<file path="src/shared/ccs_pkg.sv">
// Package with constants and types for the card coupler host select and interrupt block
// Behaviour
// - Signal an event to the host by pulling the interrupt line low.
// - Clear card interrupt on select rising, or power request rising while selected.
// - Status reads high with card present, low with no card.
// - Status reads high with supply healthy, low when supply is overloaded.
// - A pending interrupt line changes no other internal behaviour.
// - Card supply health is monitored continuously and shown in status.
// - Battery over or undervoltage shuts the card down and updates status.
// - While selected, host pins are sampled and act on the device.
// - While deselected, host pins are ignored.
// - While deselected, card data and reset hold levels, clock keeps programmed state.
// - Card supply and clock keep working while deselected.
// - Power request falling while deselected leaves the supply on.
// - In minimum power only card detection and battery monitoring stay active; supply overload and select are still sampled too.
// - Minimum power ends at once on card insertion or select low.
// - Card clock keeps fifty percent duty for every divider ratio, 1:1 included.
package ccs_pkg;

  // ==========================================================
  // Register map (byte addresses)
  localparam logic [7:0] CTRL_OFS = 8'h00;
  localparam logic [7:0] STAT_OFS = 8'h04;
  localparam logic [7:0] IRQ_STAT_OFS = 8'h08;
  localparam logic [7:0] IRQ_MASK_OFS = 8'h0C;

  // ==========================================================
  // Field positions of the control register
  localparam int CTRL_CLK_RUN = 0;
  localparam int CTRL_STOP_LVL = 1;
  localparam int CTRL_DIV_LSB = 2;
  localparam int CTRL_MINPWR = 5;
  localparam logic [31:0] CTRL_RESET = 32'h0000_0001;

  // Interrupt event bit positions
  localparam int EV_CARD = 0;
  localparam int EV_SUPPLY = 1;
  localparam int EV_BATT = 2;
  localparam int EV_W = 3;
  localparam logic [2:0] IRQ_MASK_RESET = 3'h0;

  // Count of pins brought through synchronisers
  localparam int PIN_W = 8;
  localparam int DIV_W = 3;
  // Synchroniser reset levels; select idles high so release of reset makes no false select edge
  localparam logic [PIN_W-1:0] PIN_RESET = 8'h01;

  // ==========================================================
  // Pins coming from outside the clock domain
  typedef struct packed {
    logic refClk;
    logic batteryFault;
    logic supplyOverload;
    logic cardDetect;
    logic hostReset;
    logic hostIo;
    logic cardPowerRequest;
    logic unitSelectN;
  } ccs_pins_t;

  // Control register contents
  typedef struct packed {
    logic minPowerReq;
    logic [DIV_W-1:0] divSel;
    logic stopLevel;
    logic clkRun;
  } ccs_ctrl_t;

  // Operating state
  typedef enum logic {ST_ACTIVE, ST_MINPWR} ccs_state_t;

endpackage

</file>
<file path="src/core/ccs_host_select_irq.sv">
// Card coupler host select, interrupt, status and card clock logic with an AHB-Lite register slave
`timescale 1ns/100ps
module ccs_host_select_irq
(
  // Clock, reset, enable
  input wire logic clk,
  input wire logic reset_n,
  input wire logic clkEn,
  // AHB-Lite slave
  input wire logic hsel,
  input wire logic [7:0] haddr,
  input wire logic [1:0] htrans,
  input wire logic hwrite,
  input wire logic [2:0] hsize,
  input wire logic hready,
  input wire logic [31:0] hwdata,
  output logic [31:0] hrdata,
  output logic hreadyout,
  output logic hresp,
  output logic irq,
  // Pins from host and card side
  input wire ccs_pkg::ccs_pins_t pinsIn,
  // Pins to host
  output logic intN,
  output logic statusOut,
  // Pins to card
  output logic cardSupplyEn,
  output logic cardClockOut,
  output logic cardResetLine,
  output logic cardIoLine,
  output logic cardIoOe
);
  import ccs_pkg::*;

  // ==========================================================
  // Pin synchronisers
  logic [PIN_W-1:0] sync1_ff;
  logic [PIN_W-1:0] sync2_ff;
  logic [PIN_W-1:0] sync3_ff;
  ccs_pins_t pinS;
  ccs_pins_t pinD;

  // Two flops per pin, third only feeds edge detection
  genvar gi;
  generate
    for (gi = 0; gi < PIN_W; gi++)
    begin : g_sync
      always_ff @(posedge clk)
      begin
        if (!reset_n)
        begin
          sync1_ff[gi] <= PIN_RESET[gi];
          sync2_ff[gi] <= PIN_RESET[gi];
          sync3_ff[gi] <= PIN_RESET[gi];
        end
        else if (clkEn)
        begin
          sync1_ff[gi] <= pinsIn[gi];
          sync2_ff[gi] <= sync1_ff[gi];
          sync3_ff[gi] <= sync2_ff[gi];
        end
      end
    end
  endgenerate

  assign pinS = ccs_pins_t'(sync2_ff);
  assign pinD = ccs_pins_t'(sync3_ff);

  // ==========================================================
  // Decoded pin events
  logic selected;
  logic selRise;
  logic pwrRise;
  logic pwrFall;
  logic cardChange;
  logic cardInsert;
  logic cardClear;

  assign selected = !pinS.unitSelectN;
  assign selRise = pinS.unitSelectN && !pinD.unitSelectN;
  // Host pins count only while selected
  assign pwrRise = selected && pinS.cardPowerRequest && !pinD.cardPowerRequest;
  assign pwrFall = selected && !pinS.cardPowerRequest && pinD.cardPowerRequest;
  assign cardChange = pinS.cardDetect != pinD.cardDetect;
  assign cardInsert = pinS.cardDetect && !pinD.cardDetect;
  assign cardClear = selRise || pwrRise;

  // ==========================================================
  // Registers and state
  ccs_ctrl_t ctrl_ff;
  logic [EV_W-1:0] irqStat_ff;
  logic [EV_W-1:0] irqMask_ff;
  ccs_state_t state_ff;
  ccs_state_t nxt_state;
  logic supplyOn_ff;
  logic intPend_ff;
  logic statusOut_ff;
  logic supplyFaultD_ff;
  logic battFaultD_ff;
  logic [EV_W-1:0] events;
  logic minPower;

  assign minPower = state_ff == ST_MINPWR;

  // Card supply follows host requests; battery fault forces shutdown
  always_ff @(posedge clk)
  begin
    if (!reset_n)
      supplyOn_ff <= 1'b0;
    else if (clkEn)
    begin
      if (pinS.batteryFault)
        supplyOn_ff <= 1'b0;
      else if (pwrRise)
        supplyOn_ff <= 1'b1;
      else if (pwrFall)
        supplyOn_ff <= 1'b0; // Deselected fall never gets here
    end
  end

  // Host interrupt line: set on card change, held until a clear
  // Only the status pin reads the pending flag; supply, clock and card lines ignore it
  always_ff @(posedge clk)
  begin
    if (!reset_n)
      intPend_ff <= 1'b0;
    else if (clkEn)
    begin
      if (cardChange)
        intPend_ff <= 1'b1; // New event wins over a clear
      else if (cardClear)
        intPend_ff <= 1'b0;
    end
  end

  // Status pin shows card presence while a card event is pending, else health
  always_ff @(posedge clk)
  begin
    if (!reset_n)
      statusOut_ff <= 1'b0;
    else if (clkEn)
    begin
      if (intPend_ff || cardChange)
        statusOut_ff <= pinS.cardDetect;
      else
        statusOut_ff <= !pinS.supplyOverload && !pinS.batteryFault;
    end
  end

  // Minimum power state: entered on request with supply off and deselected
  always_comb
  begin
    nxt_state = state_ff;
    case (state_ff)
      ST_ACTIVE:
        if (ctrl_ff.minPowerReq && !supplyOn_ff && !selected)
          nxt_state = ST_MINPWR;
      ST_MINPWR:
        if (cardInsert || selected)
          nxt_state = ST_ACTIVE;
      default:
        nxt_state = ST_ACTIVE;
    endcase
  end

  always_ff @(posedge clk)
  begin
    if (!reset_n)
      state_ff <= ST_ACTIVE;
    else if (clkEn)
      state_ff <= nxt_state;
  end

  // ==========================================================
  // Card data and reset: follow host while selected, hold otherwise
  logic cardIo_ff;
  logic cardRst_ff;
  logic cardIoOe_ff;

  always_ff @(posedge clk)
  begin
    if (!reset_n)
    begin
      cardIo_ff <= 1'b1;
      cardRst_ff <= 1'b0;
      cardIoOe_ff <= 1'b0;
    end
    else if (clkEn)
    begin
      if (selected && !minPower)
      begin
        cardIo_ff <= pinS.hostIo;
        cardRst_ff <= pinS.hostReset;
      end
      cardIoOe_ff <= supplyOn_ff; // Held levels persist when deselected
    end
  end

  // ==========================================================
  // Card clock: counts both reference edges, toggles every divSel+1 of them
  logic [DIV_W-1:0] divCnt_ff;
  logic cardClk_ff;
  logic refEdge;
  logic clkActive;

  assign refEdge = pinS.refClk != pinD.refClk;
  // Clock runs as programmed, selected or not, while the card supply is on, but stops in minimum power
  assign clkActive = ctrl_ff.clkRun && supplyOn_ff && !minPower;

  // Toggle spacing is equal for both halves, so duty stays even
  always_ff @(posedge clk)
  begin
    if (!reset_n)
    begin
      divCnt_ff <= '0;
      cardClk_ff <= 1'b0;
    end
    else if (clkEn)
    begin
      if (!clkActive)
      begin
        divCnt_ff <= '0;
        cardClk_ff <= ctrl_ff.stopLevel;
      end
      else if (refEdge)
      begin
        if (divCnt_ff >= ctrl_ff.divSel)
        begin
          divCnt_ff <= '0;
          cardClk_ff <= !cardClk_ff;
        end
        else
          divCnt_ff <= divCnt_ff + 3'h1;
      end
    end
  end

  // ==========================================================
  // AHB-Lite slave, zero wait states
  logic wrPend_ff;
  logic [7:0] wrAddr_ff;
  logic [31:0] hrdata_ff;
  logic accept;
  logic rdStat;

  assign accept = hsel && htrans[1] && hready;
  assign rdStat = accept && !hwrite && haddr == IRQ_STAT_OFS;

  // Hardware events; battery and supply only on their rising fault
  always_comb
  begin
    events = '0;
    events[EV_CARD] = cardChange;
    events[EV_SUPPLY] = pinS.supplyOverload && !supplyFaultD_ff;
    events[EV_BATT] = pinS.batteryFault && !battFaultD_ff;
  end

  // Address phase latch for writes
  always_ff @(posedge clk)
  begin
    if (!reset_n)
    begin
      wrPend_ff <= 1'b0;
      wrAddr_ff <= 8'h00;
    end
    else if (clkEn)
    begin
      wrPend_ff <= accept && hwrite;
      wrAddr_ff <= haddr;
    end
  end

  // Control and mask writes; minimum power request drops on wake-up
  always_ff @(posedge clk)
  begin
    if (!reset_n)
    begin
      ctrl_ff <= ccs_ctrl_t'(CTRL_RESET[5:0]);
      irqMask_ff <= IRQ_MASK_RESET;
    end
    else if (clkEn)
    begin
      if (wrPend_ff && wrAddr_ff == CTRL_OFS)
        ctrl_ff <= ccs_ctrl_t'(hwdata[5:0]);
      else if (minPower && nxt_state == ST_ACTIVE)
        ctrl_ff.minPowerReq <= 1'b0;
      if (wrPend_ff && wrAddr_ff == IRQ_MASK_OFS)
        irqMask_ff <= hwdata[EV_W-1:0];
    end
  end

  // Sticky status, cleared by read; a same-cycle event stays set
  always_ff @(posedge clk)
  begin
    if (!reset_n)
    begin
      irqStat_ff <= '0;
      supplyFaultD_ff <= 1'b0;
      battFaultD_ff <= 1'b0;
    end
    else if (clkEn)
    begin
      irqStat_ff <= (rdStat ? '0 : irqStat_ff) | events;
      supplyFaultD_ff <= pinS.supplyOverload;
      battFaultD_ff <= pinS.batteryFault;
    end
  end

  // Read data registered at the address phase
  always_ff @(posedge clk)
  begin
    if (!reset_n)
      hrdata_ff <= 32'h0000_0000;
    else if (clkEn)
    begin
      hrdata_ff <= 32'h0000_0000;
      if (accept && !hwrite)
        case (haddr)
          CTRL_OFS: hrdata_ff <= {26'h0, ctrl_ff};
          STAT_OFS: hrdata_ff <= {26'h0, selected, minPower, supplyOn_ff, !pinS.batteryFault,
                                  !pinS.supplyOverload, pinS.cardDetect};
          IRQ_STAT_OFS: hrdata_ff <= {29'h0, irqStat_ff};
          IRQ_MASK_OFS: hrdata_ff <= {29'h0, irqMask_ff};
          default: hrdata_ff <= 32'h0000_0000;
        endcase
    end
  end

  // Bus-side interrupt level
  logic irq_ff;

  always_ff @(posedge clk)
  begin
    if (!reset_n)
      irq_ff <= 1'b0;
    else if (clkEn)
      irq_ff <= |(irqStat_ff & irqMask_ff);
  end

  // ==========================================================
  // Outputs straight from flops; ready and response tied to constants
  assign hrdata = hrdata_ff;
  assign hreadyout = 1'b1;
  assign hresp = 1'b0;
  assign irq = irq_ff;
  assign intN = !intPend_ff;
  assign statusOut = statusOut_ff;
  assign cardSupplyEn = supplyOn_ff;
  assign cardClockOut = cardClk_ff;
  assign cardResetLine = cardRst_ff;
  assign cardIoLine = cardIo_ff;
  assign cardIoOe = cardIoOe_ff;
endmodule // ccs_host_select_irq

</file>
<file path="config.mk">
export PLATFORM = sky130hd
export DESIGN_NAME = ccs_host_select_irq
export DESIGN_NICKNAME = d
export VERILOG_FILES = /design/src/shared/ccs_pkg.sv /design/src/core/ccs_host_select_irq.sv
export SDC_FILE = /design/constraint.sdc
export NUM_CORES = 1
export LEC_CHECK = 0
export BUFFER_PORTS_ARGS = -buffer_cell sky130_fd_sc_hd__buf_4
export CAP_MARGIN = 20
export CORE_MARGIN = 1
export CORE_UTILIZATION = 37
export CTS_CLUSTER_SIZE = 12
export DETAILED_ROUTE_END_ITERATION = 6
export PLACE_DENSITY = 0.73
export SYNTH_ARGS = -nofsm -noshare
export SYNTH_HDL_FRONTEND = slang
export SYNTH_SLANG_ARGS = --single-unit
</file>
<file path="constraint.sdc">
create_clock -name clk -period 3 [get_ports clk]
set_clock_uncertainty 0.15 [all_clocks]
set_input_delay 0.15 -clock clk [delete_from_list [all_inputs] [get_ports clk]]
set_output_delay 0.15 -clock clk [all_outputs]
set_load 0.02 [all_outputs]
</file>
==> results.env, run 1 <==
YS_SEQ_AREA_SHARE_PCT=43.7
STARTPOINT_CLASS='flip-flop'
DRCVIOLATIONCOUNT=0
FP-ROW-COUNT=31
SYNTHESIS.YOSYS.WARNINGS=0
AVERAGE_CELL_AREA_AFTER_SYNTHESIS_UM2=9.21
WORST_HOLD_PATH_TYPE='in -> reg'
CTS_SINKS=61
Y_DIMENSION_OF_THE_DIE_UM=88.9
N_ANTENNA_CELL=0
SETUP_CRIT_END_KIND='flip-flop'
POST_SYNTH_NUM_CELL_TYPES=40
DIE-AREA_UM2=7900
MAX-CAP-VIOLATIONS=0
SYN-CELL-AREA_UM2=2790
IOPINCOUNT=101
POST-SYNTH-TOP-AREA-CELL='sky130_fd_sc_hd__dfxtp_1'
CTS_HTREE_LEVELS=3
RSZ_0062_RAISED_AFTER_GLOBAL_ROUTING='no'
VDD_IR_DROP_MAX_uV=291
NUM_VIAS=2185
DR.PASS1.ITERS=4
ROUTED_WIRE_LENGTH_PER_INSTANCE_UM=11.9
SYNTHTOLAYOUTAREAGROWTH_PCT=26.5
FIRST_ITER_VIOLATIONS=106
TIMING.SLEW.HEADROOM_PCT=61.4
TRITONCTS='built'
DESIGN_POWER_TOTAL_mW=1.87
PRECTSSETUPSLACK_NS=0.990
HPWL_MM=3.90
MAX_FREQ_MHz=413
MIN_PERIOD_NS=2.42
TIMING.FINAL.CRIT_SHARE_PCT=80.6
CTS_REPAIR_RESIZE_COUNT=0
SYNTH_TOP_CELLS_BY_AREA='sky130_fd_sc_hd__dfxtp_1, sky130_fd_sc_hd__mux2i_1, sky130_fd_sc_hd__buf_4'
PORT-BUFFER-COUNT=42
CLOCK_LATENCY_ON_THE_WORST_SKEW_PAIR_NS=0.34
GP_CONGESTION=0.818
ROUTED_WIRELENGTH_MM=5.55
DP_CELLS=429
DRIVE_GT1_SHARE_PCT=18.2
FINISH.UTILIZATION_PCT=48.4
SETUP_VIOL=0
CTS_BUFFERS=9
FIN_CELLS=468
CP_DATA_ARRIVAL_TIME_NS=2.49
GRT_PASS1_WL_MM=9.45
CLOCK_TREE.BUFFER_DEPTH=2
STATIC-LEAKAGE-POWER_nW=1.57
FINAL_MAX_SLEW_VIOL_COUNT=0
CLK_TRANSITION_REPORTED_PATHS_NS=0.06
POST_DRT_VIA_CELL_RATIO=4.67
FLOORPLAN.DIE.WIDTH_UM=88.9
NUM-NETS-FINAL=428
REPORT.FINAL.HOLD_VIOL_COUNT=0
SYNTHESIS.INSTANCES=303
DATA_REQUIRED_TIME_OF_THE_WORST_PATH_NS=3.08
GRT_PASS1_VIAS=2046
COUNT_OF_STATE_ELEMENTS_AFTER_SYNTHESIS=61
STATUS='completed'
MAX_SLEW.WORST_PIN.SLEW_NS=0.574
GRT.OVERFLOW.TOTAL=0
INITIAL_ANTENNA_VIOLATION_COUNT=0
HOLDPATHSTAGES=3
CORE_REGION_AREA_UM2=7290
ANTENNA_VIOLATING_NETS_POST_ROUTE=0
MOSTFREQUENTLAYOUTCELL='sky130_fd_sc_hd__dfxtp_1'
GRT_START_MAX_NET_PINS=40
PROPORTION_OF_NETLIST_AREA_HELD_BY_THE_LARGEST_AREA_CONTRIBUTOR_PCT=43.7
INITIAL_CORE_UTIL_PCT=38.3
WORSTPATHMAXFANOUT=7
FINALWORSTSETUPSLACK_NS=0.581
CTSROOTBUFFERMASTER='sky130_fd_sc_hd__clkbuf_8'
WORSTSETUPPATHTYPE='reg -> reg'
GROUTE.USAGE.OVERALL_PCT=16.2
LAYOUT.CELLS.MOST_COMMON_LIST='sky130_fd_sc_hd__dfxtp_1, sky130_fd_sc_hd__nor2_1, sky130_fd_sc_hd__buf_4'
SETUP_TNS_NS=0
POWERDENSITY_nW_PER_UM2=530
FF2FF_PATH_DEPTH=5
==> synthesized netlist by cell type, drive strengths merged <==
cell,instances
or3,6
xnor2,1
a21o,1
xor2,1
mux2i,40
nand3b,1
o22ai,1
nor3,1
mux4,3
dfxtp,61
ha,5
o211ai,2
o21ai,12
conb,2
a21oi,12
o32ai,3
a222oi,1
or4,1
o31a,1
clkbuf,13
a311oi,2
buf,30
nor4b,2
nor3b,2
and4,1
nor2b,5
nor2,49
nand4,3
and3,1
a22oi,1
a31oi,1
inv,13
a211oi,1
nand2,16
nand3,2
nand2b,6
==> metrics by stage <==
stage | hold WS, ns | area (µm²)
after floorplan | 0.125 | 2890
after global placement | 0.225 | 3080
after detailed placement | 0.225 | 3080
after CTS | 0.0152 | 3530
after global routing | 0.0345 | 3530
final | 0.0149 | 3530
==> routing by layer <==
layer / routed length, µm / track usage [%] / part of all wire [%] / vias to the layer above
met4: 68 / 6.16 / 1.2 / 0
li1: - / - / - / 1096
met2: 2670 / 26.4 / 48 / 72
met1: 2470 / 19.6 / 44 / 1008
met3: 342 / 5.60 / 6.2 / 9
met5: 0 / 0 / 0 / -
==> report_power, final <==
part	switching [mW]	total, mW	leakage (nW)	internal [mW]
registers	0.0173	0.853	0.497	0.836
logic	0.109	0.199	0.953	0.0900
clock network	0.309	0.819	0.116	0.510
total	0.435	1.87	1.57	1.44
==> area by class of cell <==
class,instances,area [µm²]
clock buffers,12,155
inverters,13,48.8
well taps,99,124
multi-input cells,212,1350
repair buffers,67,561
flip-flops and latches,61,1220
clock inverters,4,70.1
fillers,699,3760
==> worst paths after layout <==
path | startpoint | endpoint | slack [ns]
worst max-delay path | wrAddr_ff[6] | ctrl_ff[0] | 0.58
worst min-delay path | haddr[3] | wrAddr_ff[3] | 0.01
worst max register to register | wrAddr_ff[6] | ctrl_ff[0] | 0.58
worst min register to register | pinS[3] | cardResetLine | 0.31
==> state kept, by name, indices dropped and copies added, names as in the netlist, 3 cells and up <==
| register | cells |
|---|---|
| ctrl_ff | 6 |
| divCnt_ff | 3 |
| hrdata | 6 |
| irqMask_ff | 3 |
| irqStat_ff | 3 |
| pinD | 4 |
| pinS | 8 |
| sync1_ff | 8 |
| wrAddr_ff | 8 |
==> cell families after synthesis <==
kind of cell               Yosys count  synth area share (%)
AOI/OAI and AO/OA                   38                  8.74
other                                2                 0.269
buffers and inverters               56                  11.3
adders and majority gates            5                  2.24
muxes                               43                  16.8
DFF                                 61                  43.7
xor gates and xnor gates             2                 0.628
and+or+nand+nor                     96                  16.3
==> critical path: stages (launching register included) <==
cell and delay, ns:
sky130_fd_sc_hd__dfxtp_1 0.31, sky130_fd_sc_hd__nor4b_1 0.49, sky130_fd_sc_hd__nand3_1 0.45, sky130_fd_sc_hd__mux2i_1 0.28
sky130_fd_sc_hd__nand2_1 0.07, sky130_fd_sc_hd__dlygate4sd3_1 0.56
==> timing repair <==
action / CTS / global route
hold buffers: 23 / 0
setup buffers: 0 / 0
endpoints found under the hold margin: 26 / 0
(Power assumes the default switching activity.)
==> run 2, diff against run 1 <==
ABC_AREA = 1   (was not set)
PLACE_DENSITY = 0.75   (was 0.73)
clock period = 2.01 ns   (was 3 ns; I/O delays follow)
==> run 2 against run 1 <==
  * Via count increased by 22%
  * Count of clock-buffer cells in the layout decreased by 3
  * Power increased by 54%
  * Synthesized cell count increased by 27%
  * Worst setup slack got worse by 0.56 ns
  * Highest routed layer unchanged
  * Critical endpoint is now wrPend_ff
  * Area after synthesis increased by 2.5%
  * Critical path depth increased by 1
==> results.env, run 2 <==
STATUS='completed'
ANTENNA_VIOLATING_NETS_POST_ROUTE=0  # unchanged
LARGEST_FAMILY_OF_LOGIC_CELLS_BY_SYNTHESIZED_AREA='simple AND/OR/NAND/NOR gates'
CLOCK_TREE.BUFFER_DEPTH=2  # unchanged
Y_DIMENSION_OF_THE_DIE_UM=89.9  # +1.2%
PROPORTION_OF_NETLIST_AREA_HELD_BY_THE_LARGEST_AREA_CONTRIBUTOR_PCT=42.7  # -1.1 points
POST-SYNTH-TOP-AREA-CELL='sky130_fd_sc_hd__dfxtp_1'
TIMING.CRITICAL_PATH.CELLS='dlygate4sd3_1 -> buf_4 -> nand4_1 -> dlygate4sd3_1 -> a21oi_1 -> dlygate4sd3_1'
VDD_IR_DROP_MAX_uV=593  # +100%
CPMAXSTAGEDELAYCELL='sky130_fd_sc_hd__dlygate4sd3_1'
FINISH.UTILIZATION_PCT=50.2  # +1.8 points
SYNTH_COMPOUND_GATE_AREA_SHARE_PCT=15.7  # +7.0 points
POWER.SHARE.SWITCHING_PCT=26.6  # +3.4 points
WORSTPATHBUFFERINVERTERCOUNT=4  # +3
PWR-SHARE-CLK_PCT=42.3  # -1.5 points
CPMOSTUSEDCELL='sky130_fd_sc_hd__dlygate4sd3_1'
SYNTH-ADDER-AREA-SHARE_PCT=2.19  # -0.054 points
NUM-NETS-FINAL=522  # +22%
N_ANTENNA_CELL=0  # unchanged
INITIAL_CORE_UTIL_PCT=38.8  # +0.53 points
FP-ROW-COUNT=31  # unchanged
FINAL_MAX_SLEW_VIOL_COUNT=0  # unchanged
WORSTSETUPPATHTYPE='in -> reg'
CTS_SINKS=61  # unchanged
POWERDENSITY_nW_PER_UM2=778  # +47%
P_COMB_SHARE_PCT=12.6  # +2.0 points
GP_CONGESTION=0.875  # +7.0%
REPORT.FINAL.HOLD_VIOL_COUNT=0  # unchanged
INITIAL_ANTENNA_VIOLATION_COUNT=0  # unchanged
COUNT_OF_STATE_ELEMENTS_AFTER_SYNTHESIS=61  # unchanged
NUM_VIAS=2656  # +22%
TRITONCTS='built'
CLOCK_LATENCY_ON_THE_WORST_SKEW_PAIR_NS=0.34  # about the same
REG2REG_SLACK_NS=0.43  # -0.15 ns
FIRST_ITER_VIOLATIONS=116  # +9.4%
DPL-INSTANCE-AREA_UM2=3140  # +1.9%
SYNTHESIS.YOSYS.WARNINGS=0  # unchanged
CTS_BUFFERS=9  # unchanged
POST_SYNTH_NUM_CELL_TYPES=33  # -18%
SETUP_VIOL=0  # unchanged
DR.PASS1.ITERS=4  # unchanged
WORST_HOLD_PATH_TYPE='in -> reg'
GRT_START_MAX_NET_PINS=44  # +10%
CPPEAKSTAGEDELAY_NS=0.57  # about the same
SYNTHESIS.INSTANCES=385  # +27%
MIN_PERIOD_NS=1.98
PATH_DELAY_FAMILY='buffers and inverters'
CORE_REGION_AREA_UM2=7370  # +1.1%
STARTPOINT_CLASS='input port'
SETUP_CRIT_END_KIND='flip-flop'
YOSYSMOSTFREQUENTCELL='sky130_fd_sc_hd__nand2_1'
SYNTH_COMMONEST_CELLS='sky130_fd_sc_hd__nand2_1, sky130_fd_sc_hd__dfxtp_1, sky130_fd_sc_hd__nor2_1'
FINAL_AREA_UM2=3700  # +4.7%
FINALWORSTSETUPSLACK_NS=0.0256  # -0.556 ns
HPWL_MM=4.44  # +14%
WORSTPATHMAXFANOUT=2  # -5
RSZ_0062_RAISED_AFTER_GLOBAL_ROUTING='no'
SYN-CELL-AREA_UM2=2860  # +2.5%
FLOORPLAN.DIE.WIDTH_UM=89.9  # +1.2%
STATIC-LEAKAGE-POWER_nW=1.64  # +5.0%
ROUTED_WIRELENGTH_MM=6.56  # +18%
YS_SEQ_AREA_SHARE_PCT=42.7  # -1.1 points
SYNTH-ASYNC-RESET-RATIO_PCT=0  # unchanged
CP_DATA_ARRIVAL_TIME_NS=2.12  # -0.37 ns
TIMING.FINAL.CRIT_SHARE_PCT=98.7
SYNTHXORXNORAREAFRAC_PCT=0.306  # -0.32 points
POST_CTS_BUFFERS=0  # unchanged
GRT.OVERFLOW.TOTAL=0  # unchanged
GRT_PASS1_WL_MM=10.8  # +15%
MAX-CAP-VIOLATIONS=0  # unchanged
SEQ_POWER_SHARE_PCT=45.1  # -0.5 points
SETUP_TNS_NS=0  # unchanged
POST_DRT_VIA_CELL_RATIO=4.73  # +1.2%
PRECTSSETUPSLACK_NS=0.447  # -0.544 ns
DIE-AREA_UM2=8090  # +2.4%
INTERNAL_POWER_mW=2.11  # +47%
GRT_PASS1_VIAS=2459  # +20%
AVERAGE_CELL_AREA_AFTER_SYNTHESIS_UM2=7.43  # -19%
LAYOUT.CELLS.MOST_COMMON_LIST='sky130_fd_sc_hd__nand2_1, sky130_fd_sc_hd__dfxtp_1, sky130_fd_sc_hd__nor2_1'
DATA_REQUIRED_TIME_OF_THE_WORST_PATH_NS=2.14  # -0.94 ns
MUXSHAREOFSYNTHAREA_PCT=0  # -17 points
DRCVIOLATIONCOUNT=0  # unchanged
NET-SWITCHING-POWER_mW=0.765  # +76%
SYNTH_TOP_CELLS_BY_AREA='sky130_fd_sc_hd__dfxtp_1, sky130_fd_sc_hd__nand2_1, sky130_fd_sc_hd__nor2_1'
SYNTH-MAIN-FF-CELL='sky130_fd_sc_hd__dfxtp_1'
COUNT_OF_FLIP_FLOPS_WITH_A_BUILT_IN_ENABLE_AFTER_SYNTHESIS=0  # unchanged
POSTCTSHOLDBUFS=34  # +48%
ROUTED_WIRE_LENGTH_PER_INSTANCE_UM=11.7  # -1.5%
PORT-BUFFER-COUNT=42  # unchanged
IOPINCOUNT=101  # unchanged
MOSTFREQUENTLAYOUTCELL='sky130_fd_sc_hd__nand2_1'
DRIVE_GT1_SHARE_PCT=16.6  # -1.5 points
GROUTE.USAGE.OVERALL_PCT=16.8  # +0.59 points
MAX_FREQ_MHz=504
CTS_REPAIR_RESIZE_COUNT=0  # unchanged
CTS_HTREE_LEVELS=3  # unchanged
CTSROOTBUFFERMASTER='sky130_fd_sc_hd__clkbuf_8'
SYNTH-SIMPLE-AREA-SHARE_PCT=25.4  # +9.1 points
CLK_TRANSITION_REPORTED_PATHS_NS=0.07  # about the same
SYNTHTOLAYOUTAREAGROWTH_PCT=29.4
==> run 2: cell count changes in the layout (fill, tap and decap cells not counted), moves of 5 or more <==
cell	delta
sky130_fd_sc_hd__a21oi_1	+26
sky130_fd_sc_hd__dlygate4sd3_1	+11
sky130_fd_sc_hd__inv_1	+9
sky130_fd_sc_hd__inv_2	+7
sky130_fd_sc_hd__mux2i_1	-40
sky130_fd_sc_hd__nand2_1	+50
sky130_fd_sc_hd__nand2b_1	-6
sky130_fd_sc_hd__nand3_1	+19
sky130_fd_sc_hd__nor2_1	+11
sky130_fd_sc_hd__nor2b_1	-5
sky130_fd_sc_hd__o21ai_0	+25
sky130_fd_sc_hd__o21ai_1	+5
sky130_fd_sc_hd__or3_1	-5
==> run 2: kinds of logic after synthesis <==
logic type | count (synthesis)
adder cells (fa/ha/maj) | 5
buffers and inverters | 71
XOR/XNOR | 1
AO/OA/AOI/OAI | 85
other | 2
AND/OR/NAND/NOR | 160
flip-flops | 61
==> run 2: worst paths after layout <==
check        depth (start not counted)            start               to
min reg2reg                          2  supplyFaultD_ff  supplyFaultD_ff
min                                  5           hready        hrdata[0]
max                                  6           hwrite        wrPend_ff
max reg2reg                          8       ctrl_ff[3]     divCnt_ff[0]
==> run 2: cell type report <==
cell class | instances | area, µm²
clock buffers | 9 | 124
clock inverters | 7 | 100
fillers | 706 | 3670
inverters | 29 | 109
multi-input cells | 279 | 1350
flip-flops and latches | 61 | 1220
well taps | 99 | 124
repair buffers | 78 | 671
==> run 2: per-stage QoR <==
step / power, mW / cells / hold WS [ns]
after floorplan: 1.57 / 411 / 0.0768
after global placement: 1.62 / 512 / 0.170
after detailed placement: 1.63 / 512 / 0.173
after CTS: 2.89 / 562 / 0.0783
after global routing: 3.01 / 562 / 0.109
final: 2.88 / 562 / 0.0859
==> run 2: worst min-delay path, cell delays in order <==
cell and delay (ns):
sky130_fd_sc_hd__buf_4 0.11, sky130_fd_sc_hd__nand3_1 0.11, sky130_fd_sc_hd__nor3_4 0.07, sky130_fd_sc_hd__o21ai_1 0.07, sky130_fd_sc_hd__a21oi_1 0.06
==> run 2: power by group through the flow <==
stage / sequential (mW) / combinational [mW] / clock, mW
finish: 1.30 / 0.363 / 1.22
floorplan: 1.32 / 0.247 / 0
global route: 1.31 / 0.400 / 1.30
global placement: 1.32 / 0.298 / 0
detailed placement: 1.33 / 0.305 / 0
CTS: 1.30 / 0.359 / 1.23
==> run 2: metal layers <==
layer | global-route usage (%) | vias up | part of all wire (%) | wire length, µm
met2 | 28.3 | 84 | 48 | 3160
met5 | 0 | - | 0 | 0
met4 | 6.99 | 0 | 2.2 | 144
li1 | - | 1349 | - | -
met1 | 19.3 | 1207 | 44 | 2880
met3 | 5.75 | 16 | 5.7 | 373
